`src/rtl/sli_pkg.sv`:
```
// constants for the serial link interrupt enable and status block
//
// Operation
// eight read/write event enables, reset to zero
// checksum event compares sent and computed checksum
// checksum event ignores programmed configuration checksum
// mismatch event when received and programmed parameters differ
// mismatch lane 0 only; enable bit 0
// mismatch compares every parameter including checksum
// status bits mirror enable positions, two registers
// request only when status and enable set
package sli_pkg;

	// ==========================================================
	// register map
	localparam int ADDR_W = 12;
	localparam int DATA_W = 8;
	localparam logic [11:0] ADDR_EVENT_ENABLE = 12'h4b8;
	localparam logic [11:0] ADDR_MISMATCH_ENABLE = 12'h4b9;
	localparam logic [11:0] ADDR_EVENT_STATUS = 12'h4ba;
	localparam logic [11:0] ADDR_MISMATCH_STATUS = 12'h4bb;
	localparam logic [7:0] RESET_ENABLE = 8'h00;
	localparam logic [7:0] RESET_STATUS = 8'h00;
	localparam logic [7:0] RDATA_UNMAPPED = 8'h00;

	// ==========================================================
	// bit positions, shared by enable and status registers
	localparam int BIT_BAD_DISPARITY = 7;
	localparam int BIT_NOT_IN_TABLE = 6;
	localparam int BIT_UNEXPECTED_CONTROL_CHAR = 5;
	localparam int BIT_INTERLANE_DESKEW = 4;
	localparam int BIT_INITIAL_LANE_SYNC = 3;
	localparam int BIT_GOOD_CHECKSUM = 2;
	localparam int BIT_FRAME_SYNC = 1;
	localparam int BIT_CODE_GROUP_SYNC = 0;
	localparam int BIT_CONFIG_MISMATCH = 0;

	// ==========================================================
	// lane alignment parameter block: octets 0..13, checksum last
	localparam int ILAS_OCTETS = 14;
	localparam int ILAS_CHECKSUM_OCTET = 13;
	localparam int ILAS_W = ILAS_OCTETS * 8;

endpackage

```
`src/rtl/sli_ilas_check.sv`:
```
// lane 0 alignment data checker: checksum and configuration mismatch events
`timescale 1ns/10ps
module sli_ilas_check #(
	parameter int OCTETS = sli_pkg::ILAS_OCTETS,
	parameter int CKS_OCTET = sli_pkg::ILAS_CHECKSUM_OCTET
) (
	input wire logic mclk,
	input wire logic sys_rst,
	input wire logic ilas_done,
	input wire logic [OCTETS*8-1:0] ilas_rx_data,
	input wire logic [OCTETS*8-1:0] cfg_params,
	output logic good_checksum,
	output logic config_mismatch
);

	typedef struct packed {
		logic good_checksum;
		logic config_mismatch;
	} sli_chk_state_t;

	sli_chk_state_t state_reg;
	sli_chk_state_t state_next;

	// ==========================================================
	// checksum from received octets only; the programmed copy never enters here
	logic [7:0] computed_cks;
	always_comb begin
		computed_cks = 8'h00;
		for (int i = 0; i < OCTETS; i++) begin
			if (i != CKS_OCTET) begin
				computed_cks = computed_cks + ilas_rx_data[i*8 +: 8];
			end
		end
	end

	always_comb begin
		state_next = state_reg;
		state_next.good_checksum = ilas_done
			&& (computed_cks == ilas_rx_data[CKS_OCTET*8 +: 8]);
		// whole block compared, checksum octet included
		state_next.config_mismatch = ilas_done && (ilas_rx_data != cfg_params);
	end

	always_ff @(posedge mclk) begin
		if (sys_rst) begin
			state_reg <= '0;
		end else begin
			state_reg <= state_next;
		end
	end

	assign good_checksum = state_reg.good_checksum;
	assign config_mismatch = state_reg.config_mismatch;

endmodule

```
`src/rtl/sli_irq_enable.sv`:
```
// interrupt enable, status and request logic of the serial link receiver
`timescale 1ns/10ps
module sli_irq_enable (
	input wire logic mclk,
	input wire logic sys_rst,
	input wire logic [11:0] reg_addr,
	input wire logic reg_wr,
	input wire logic reg_rd,
	input wire logic [7:0] reg_wdata,
	output logic [7:0] reg_rdata,
	output logic reg_rvalid,
	input wire logic evt_bad_disparity,
	input wire logic evt_not_in_table,
	input wire logic evt_unexpected_control_char,
	input wire logic evt_interlane_deskew,
	input wire logic evt_initial_lane_sync,
	input wire logic evt_frame_sync,
	input wire logic evt_code_group_sync,
	input wire logic ilas_lane0_done,
	input wire logic [sli_pkg::ILAS_W-1:0] ilas_lane0_data,
	input wire logic [sli_pkg::ILAS_W-1:0] cfg_ilas_params,
	output logic irq_request
);

	// ==========================================================
	// state
	typedef struct packed {
		logic [7:0] event_enable;
		logic config_mismatch_enable;
		logic [7:0] event_status;
		logic config_mismatch_status;
		logic [7:0] rdata;
		logic rvalid;
		logic irq;
	} sli_state_t;

	sli_state_t state_reg;
	sli_state_t state_next;

	// ==========================================================
	// lane 0 alignment checks
	// the checker registers its results, so alignment events reach the
	// status registers one edge later than the pin events do
	logic good_checksum;
	logic config_mismatch;

	sli_ilas_check #(
		.OCTETS(sli_pkg::ILAS_OCTETS),
		.CKS_OCTET(sli_pkg::ILAS_CHECKSUM_OCTET)
	) u_ilas_check (
		.mclk(mclk),
		.sys_rst(sys_rst),
		.ilas_done(ilas_lane0_done),
		.ilas_rx_data(ilas_lane0_data),
		.cfg_params(cfg_ilas_params),
		.good_checksum(good_checksum),
		.config_mismatch(config_mismatch)
	);

	// ==========================================================
	// event vector in register bit order
	// the good-checksum bit comes from the lane 0 checker, not from a pin
	logic [7:0] event_in;
	always_comb begin
		event_in = 8'h00;
		event_in[sli_pkg::BIT_BAD_DISPARITY] = evt_bad_disparity;
		event_in[sli_pkg::BIT_NOT_IN_TABLE] = evt_not_in_table;
		event_in[sli_pkg::BIT_UNEXPECTED_CONTROL_CHAR] = evt_unexpected_control_char;
		event_in[sli_pkg::BIT_INTERLANE_DESKEW] = evt_interlane_deskew;
		event_in[sli_pkg::BIT_INITIAL_LANE_SYNC] = evt_initial_lane_sync;
		event_in[sli_pkg::BIT_GOOD_CHECKSUM] = good_checksum;
		event_in[sli_pkg::BIT_FRAME_SYNC] = evt_frame_sync;
		event_in[sli_pkg::BIT_CODE_GROUP_SYNC] = evt_code_group_sync;
	end

	// ==========================================================
	// register decode
	// one address match per register; an unmapped address matches none, so a
	// stray write is dropped and a stray read answers zero
	logic sel_event_enable;
	logic sel_mismatch_enable;
	logic sel_event_status;
	logic sel_mismatch_status;

	assign sel_event_enable = (reg_addr == sli_pkg::ADDR_EVENT_ENABLE);
	assign sel_mismatch_enable = (reg_addr == sli_pkg::ADDR_MISMATCH_ENABLE);
	assign sel_event_status = (reg_addr == sli_pkg::ADDR_EVENT_STATUS);
	assign sel_mismatch_status = (reg_addr == sli_pkg::ADDR_MISMATCH_STATUS);

	logic wr_event_enable;
	logic wr_mismatch_enable;
	logic wr_event_status;
	logic wr_mismatch_status;

	assign wr_event_enable = reg_wr && sel_event_enable;
	assign wr_mismatch_enable = reg_wr && sel_mismatch_enable;
	assign wr_event_status = reg_wr && sel_event_status;
	assign wr_mismatch_status = reg_wr && sel_mismatch_status;

	// only bit 0 of the second enable register is stored; bits 7:1 are dropped
	logic mismatch_enable_wdata;
	assign mismatch_enable_wdata = reg_wdata[sli_pkg::BIT_CONFIG_MISMATCH];

	// ==========================================================
	// write-one-to-clear masks for the status registers
	logic [7:0] event_clear;
	logic mismatch_clear;

	assign event_clear = {8{wr_event_status}} & reg_wdata;
	assign mismatch_clear = wr_mismatch_status & reg_wdata[sli_pkg::BIT_CONFIG_MISMATCH];

	// ==========================================================
	// sticky status, one per bit; writing one clears, but an event in the
	// same cycle wins so that nothing arriving during the clear is lost
	logic [7:0] event_status_next;
	genvar gi;
	generate
		for (gi = 0; gi < 8; gi++) begin : g_status
			assign event_status_next[gi] = event_in[gi]
				| (state_reg.event_status[gi] & ~event_clear[gi]);
		end
	endgenerate

	logic mismatch_status_next;
	assign mismatch_status_next = config_mismatch
		| (state_reg.config_mismatch_status & ~mismatch_clear);

	// ==========================================================
	// pending sources: a disabled source still latches its status bit but
	// never reaches the request, so software can poll without interrupts
	logic [7:0] event_pending;
	logic mismatch_pending;
	logic any_pending;

	generate
		for (gi = 0; gi < 8; gi++) begin : g_pending
			assign event_pending[gi] = state_reg.event_status[gi]
				& state_reg.event_enable[gi];
		end
	endgenerate

	assign mismatch_pending = state_reg.config_mismatch_status
		& state_reg.config_mismatch_enable;
	assign any_pending = (|event_pending) | mismatch_pending;

	// ==========================================================
	// read mux; bits 7:1 of the second enable and status registers are
	// not stored, so their views tie them to zero
	logic [7:0] mismatch_enable_view;
	logic [7:0] mismatch_status_view;
	logic [7:0] rdata_mux;

	assign mismatch_enable_view = {7'h00, state_reg.config_mismatch_enable};
	assign mismatch_status_view = {7'h00, state_reg.config_mismatch_status};

	always_comb begin
		rdata_mux = sli_pkg::RDATA_UNMAPPED;
		unique case (reg_addr)
			sli_pkg::ADDR_EVENT_ENABLE: begin
				rdata_mux = state_reg.event_enable;
			end
			sli_pkg::ADDR_MISMATCH_ENABLE: begin
				rdata_mux = mismatch_enable_view;
			end
			sli_pkg::ADDR_EVENT_STATUS: begin
				rdata_mux = state_reg.event_status;
			end
			sli_pkg::ADDR_MISMATCH_STATUS: begin
				rdata_mux = mismatch_status_view;
			end
			default: begin
				// unmapped addresses answer with zero rather than stalling the bus
				rdata_mux = sli_pkg::RDATA_UNMAPPED;
			end
		endcase
	end

	// ==========================================================
	// next state
	always_comb begin
		state_next = state_reg;

		if (wr_event_enable) begin
			state_next.event_enable = reg_wdata;
		end
		// upper seven bits of the second enable register do not exist
		if (wr_mismatch_enable) begin
			state_next.config_mismatch_enable = mismatch_enable_wdata;
		end

		state_next.event_status = event_status_next;
		state_next.config_mismatch_status = mismatch_status_next;

		// read data registered one cycle after the strobe; a read in the same
		// cycle as a write to that register returns the old value
		state_next.rvalid = reg_rd;
		state_next.rdata = reg_rd ? rdata_mux : sli_pkg::RDATA_UNMAPPED;

		// request follows the registered status, so it lags an event by two edges
		state_next.irq = any_pending;
	end

	// ==========================================================
	// state register
	// enables and status clear together, so no request survives a reset
	always_ff @(posedge mclk) begin
		if (sys_rst) begin
			state_reg.event_enable <= sli_pkg::RESET_ENABLE;
			state_reg.config_mismatch_enable <= 1'b0;
			state_reg.event_status <= sli_pkg::RESET_STATUS;
			state_reg.config_mismatch_status <= 1'b0;
			state_reg.rdata <= 8'h00;
			state_reg.rvalid <= 1'b0;
			state_reg.irq <= 1'b0;
		end else begin
			state_reg <= state_next;
		end
	end

	assign reg_rdata = state_reg.rdata;
	assign reg_rvalid = state_reg.rvalid;
	assign irq_request = state_reg.irq;

endmodule

```
`config.mk`:
```
export PLATFORM = sky130hd
export DESIGN_NAME = sli_irq_enable
export DESIGN_NICKNAME = d
export VERILOG_FILES = /design/src/rtl/sli_pkg.sv /design/src/rtl/sli_ilas_check.sv /design/src/rtl/sli_irq_enable.sv
export SDC_FILE = /design/constraint.sdc
export NUM_CORES = 1
export LEC_CHECK = 0
export BUFFER_PORTS_ARGS = -buffer_cell sky130_fd_sc_hd__buf_2
export CAP_MARGIN = 20
export CORE_AREA = 2 2 104 106
export DETAILED_ROUTE_END_ITERATION = 7
export DIE_AREA = 0 0 106 108
export PLACE_DENSITY_LB_ADDON = 0.3
export SLEW_MARGIN = 5
export SYNTH_ARGS = -nofsm -noshare
export SYNTH_HDL_FRONTEND = slang
export SYNTH_SLANG_ARGS = --single-unit
```
`constraint.sdc`:
```
create_clock -name mclk -period 9.5 [get_ports mclk]
set_input_delay 0.95 -clock mclk [delete_from_list [all_inputs] [get_ports mclk]]
set_output_delay 0.95 -clock mclk [all_outputs]
set_load 0.05 [all_outputs]
```
; Word level (Yosys, flattened, before mapping)
; Index checks and enable logic that the tools add are counted.
[totals]
regBits = 30
inputBits = 256
output_inout_bits = 10
wordCells = 76
[classes]
addsub = 12
n_eq_ne = 6
mux = 1
bitwise_logic = 40
reduce_logical = 8
[op_table]
columns = cell, count
row1 = inequality test 112 bit, 1
row2 = adder 8 bit, 12
row3 = "== test 12 x 11 -> 1 bit, second input constant", 4
row4 = case mux 8 bit (4 select lines), 1
row5 = bitwise AND 1 bit, 19
row6 = NOT 1 bit, 10
row7 = bitwise OR 1 bit, 10
row8 = bitwise AND 8 bit, 1
row9 = == test 8 bit, 1
row10 = OR reduction 8 bit, 1
row11 = logical AND 1 bit, 6
row12 = OR reduction 2 bit, 1

; Longest topological paths before layout
[logic_depth]
depth_word = 14
depth_mapped = 17
ltp_nobuf = 17

; Hierarchy
; Synthesis repeated with hierarchy kept, for this count alone.
[unflattened]
cells_unflattened = 478
hier_area_um2 = 4743.3
[modules_own_cells]
columns = mod, instances, cells_each, area_each_um2, seq_area_each_um2
row1 = sli_ilas_check, 1, 349, 3437.0, 40.0
row2 = sli_irq_enable, 1, 129, 1306.3, 560.5

; Least setup slack after synthesis
; OpenSTA, ideal clock, no wires.
[synth_timing]
kind = in2reg
from = input port ilas_lane0_data[74] in the netlist's numbering
to = register u_ilas_check.state_reg, in the netlist u_ilas_check.good_checksum
t_arrival_ns = 5.090
required_ns = 9.427
path_slack_ns = 4.337
stages = 15
cell_sequence = inv_1 > fa_1 > fa_1 > fa_1 > fa_1 > fa_1 > inv_1 > ha_1 > inv_1 > fa_1 > xnor2_1 > xnor2_1 > nand4_1 > or4_1 > nor3_2
[synth_via]
elab_chain_len = 6
[synth_rtl]
columns = element, line_no
row1 = from (decl), sli_irq_enable.sv:20  ; input wire logic [sli_pkg::ILAS_W-1:0] ilas_lane0_data,
row2 = adder 8 bit (4 in series), sli_ilas_check.sv:31  ; computed_cks = computed_cks + ilas_rx_data[i*8 +: 8];
row3 = == test 8 bit, sli_ilas_check.sv:39  ; && (computed_cks == ilas_rx_data[CKS_OCTET*8 +: 8]);
row4 = logical AND 1 bit, sli_ilas_check.sv:39
row5 = to (signal assigned), sli_ilas_check.sv:48  ; state_reg <= state_next;
row6 = to (decl), sli_ilas_check.sv:21  ; sli_chk_state_t state_reg;
; No other way between the ends.
; A chain may end at the register's enable or synchronous reset.

; Worst setup path after layout
[layout_timing]
from = input port ilas_lane0_data[50] in the netlist's numbering
to = register u_ilas_check.state_reg, in the netlist u_ilas_check.good_checksum
[layout_via]
elab_chain_len = 9
[layout_rtl]
columns = element, line_no
row1 = adder 8 bit (7 in series), sli_ilas_check.sv:31
row2 = == test 8 bit, sli_ilas_check.sv:39
row3 = logical AND 1 bit, sli_ilas_check.sv:39
; No other way between the ends.

==> out/summary.txt <==
Critical Path Max Stage Delay = 570 ps
slew margin rel. = 43.2%
leakage = 3.08 nW
CTS Buf Count = 5
Syn-to-layout area delta = 32.3%
Hold-fix buffers, CTS = 0
CTS Root Cell = clkbuf_8
Reg power frac = 9.5%
CTS tree = built
synth unique cells = 40
syn nets = 825
Resize count post-CTS = 0
highest-delay cell along the critical path = fa_1
most frequent cell after synthesis = xor2_1
Die Height = 108 um
DRT Pass-1 Iters = 5
Initial Util = 45.4%
Hold Path Class = reg2reg
clock tree buffer depth = 2
crit-path cells = buf_2 > fa_1 > inv_1 > fa_1 > fa_1 > fa_1 > fa_1 > inv_1 > ha_1 > inv_1 > fa_1 > xnor2_1 > xnor2_1 > nand4_1 > or4_1 > nor3_2
Place WS = 3990 ps
combinational share of power = 83.0%
row count = 37
Final nets = 1082
sequential share of the synthesized area = 12.9%
Cell Area, Placed = 0.00604 sq mm
Clock Power Share = 7.5%
fin. max-slew vios = 0
P_sw = 619 uW
DR WL/cell = 19.5 um
TNS Setup = 0 ps
Core Region = 0.0102 sq mm
total track usage = 31.2%
sequential standard cell area = 601 sq um
fmax = 191 MHz
post-CTS setup buffer count = 0
clk sink count = 30
synthesized cell area = 0.00465 sq mm
min cycle time layout = 5230 ps
worst clock skew = 4.63 ps
syn_area_per_cell = 9.50 sq um
run status = complete, no violations
final routed DRC violation total = 0
post-DR vias/cell = 5.11
total die area = 0.0114 sq mm
Synth area leaders = fa_1 30%, xor2_1 18%, dfxtp_1 13%
IO buf count = 265
clk slew on worst S/H paths = 60 ps
via count = 4537
pin count of the biggest net entering global routing = 22
io pins = 266
synth warn = 0
DRT Wirelength = 17300 um
Startpoint Class = input port
most area-hungry cell type in the Yosys netlist = fa_1
simple-gate portion of the synthesized area = 13.0%
worst-path maximum fanout = 2
Post-synth EDFFs = 0
Critical Path RT = 9720 ps
Pwr Density = 225 mW/mm^2
post-route cell area = 0.00614 sq mm
fill count = 927
Setup violations, final = 0
die width = 106 um
period utilization = 55.0%
H-tree levels = 2
post-route ant nets = 0
synthesized instance count = 489
WS Path Type = in2reg
initial antenna violation count = 5
async set-reset flop share out of synthesis = 0%
Most Frequent Cell on Critical Path = fa_1
post-synth top area share = 29.7%
share of layout cells above drive strength 1 = 37.2%
XOR/XNOR share of the synthesized area = 25.7%
RSZ-0062 raised after global routing = false
worst slew pin tran = 844 ps
top cells by count, synth = 94 x xor2_1, 78 x inv_1, 69 x fa_1
Synth Area in Compound Gates = 6.79%
initial drt markers = 201
PnR worst setup slack = 4270 ps
Critical Path Sink Type = flop
Adder-Cell Fraction of Synth Area = 32.7%
Congestion Overflow GR = 0
Critical Path AT = 5440 ps
Post-synth top flop = dfxtp_1
number of synthesized register bits = 30
Sw Share = 44.8%
Internal Pwr Total = 764 uW
# Max-Cap Violations = 0
largest family of logic cells by synthesized area = adder cells
IR drop worst, VDD = 203 uV
Power, Total = 1.38 mW
vias in the first global route = 4939
mux cell area share after synthesis = 0.431%
max reg flops = 16
final hold violations = 0
hpwl dp = 16100 um
Skew-Pair Late Insertion Delay = 280 ps
first-pass GRT wire length = 26300 um
multi-input logic area = 0.00365 sq mm
Placer Congestion = 1.02
==> worst max-delay path: cells and delay by family <==
family | cells | cell delay (ps)
adders and majority gates | 7 | 3080
and+or+nand+nor | 3 | 730
xor gates and xnor gates | 2 | 340
buffers and inverters | 4 | 320
==> per-stage QoR <==
step / instances / hold WS, ps / utilization (%)
final: 887 / 461 / 60.1
after global routing: 887 / 479 / 60.1
after CTS: 883 / 465 / 60.0
after detailed placement: 875 / 451 / 59.1
after global placement: 875 / 425 / 59.1
after floorplan: 489 / 413 / -
==> cell type report <==
type	instances	share of cell area, %
Sequential cell	30	9.77
Clock inverter	1	0.0814
Multi-Input combinational cell	366	59.5
Timing Repair Buffer	265	21.6
Antenna cell	4	0.163
Tap cell	136	2.77
Clock buffer	7	1.41
Inverter	78	4.76
==> routing by layer <==
metal / routed length, um / part of all wire (%) / global-route usage, % / vias up
li1: - / - / - / 2096
met1: 6550 / 38 / 36.4 / 2140
met2: 8620 / 50 / 56.8 / 265
met3: 1460 / 8.4 / 6.45 / 36
met4: 686 / 4.0 / 11.4 / 0
met5: 0 / 0 / 0 / -
==> layout by cell type, fill, tap and decap left out, types with 10 or more instances in the layout <==
cell	n
dfxtp_1	30
xnor2_1	38
nand3_1	18
nand2_1	10
nor4_1	24
a21oi_1	20
buf_2	265
fa_1	69
xor2_1	94
ha_1	11
inv_1	78
nand4_1	10
nor2_1	20
==> power by group through the flow <==
stage | Sequential [mW] | Clock, mW | Combinational, mW
3_5_place_dp | 0.135 | 0 | 1.15
5_1_grt | 0.132 | 0.111 | 1.31
2_1_floorplan | 0.135 | 0 | 0.866
3_3_place_gp | 0.135 | 0 | 1.12
6_report | 0.132 | 0.104 | 1.15
4_1_cts | 0.132 | 0.105 | 1.16
==> cells by family (layout without fill, tap and decap cells) <==
logic type,Yosys count,in the layout
AO/OA/AOI/OAI,48,48
XOR/XNOR,134,134
adder cells (fa/ha/maj),80,80
buffers and inverters,93,351
flip-flops,30,30
multiplexers,2,2
other,0,4
AND/OR/NAND/NOR,102,102
==> worst paths after layout <==
path                                     start                         end  slack (ps)  cells past startpoint
setup / recovery           ilas_lane0_data[50]  u_ilas_check.good_checksum        4270                     16
hold / removal    u_ilas_check.config_mismatch     mismatch_status_view[0]         460                      2
setup reg to reg       mismatch_status_view[0]                 irq_request        8440                      3
hold reg to reg   u_ilas_check.config_mismatch     mismatch_status_view[0]         460                      2
No activity file was read; power rests on OpenSTA's default activity.
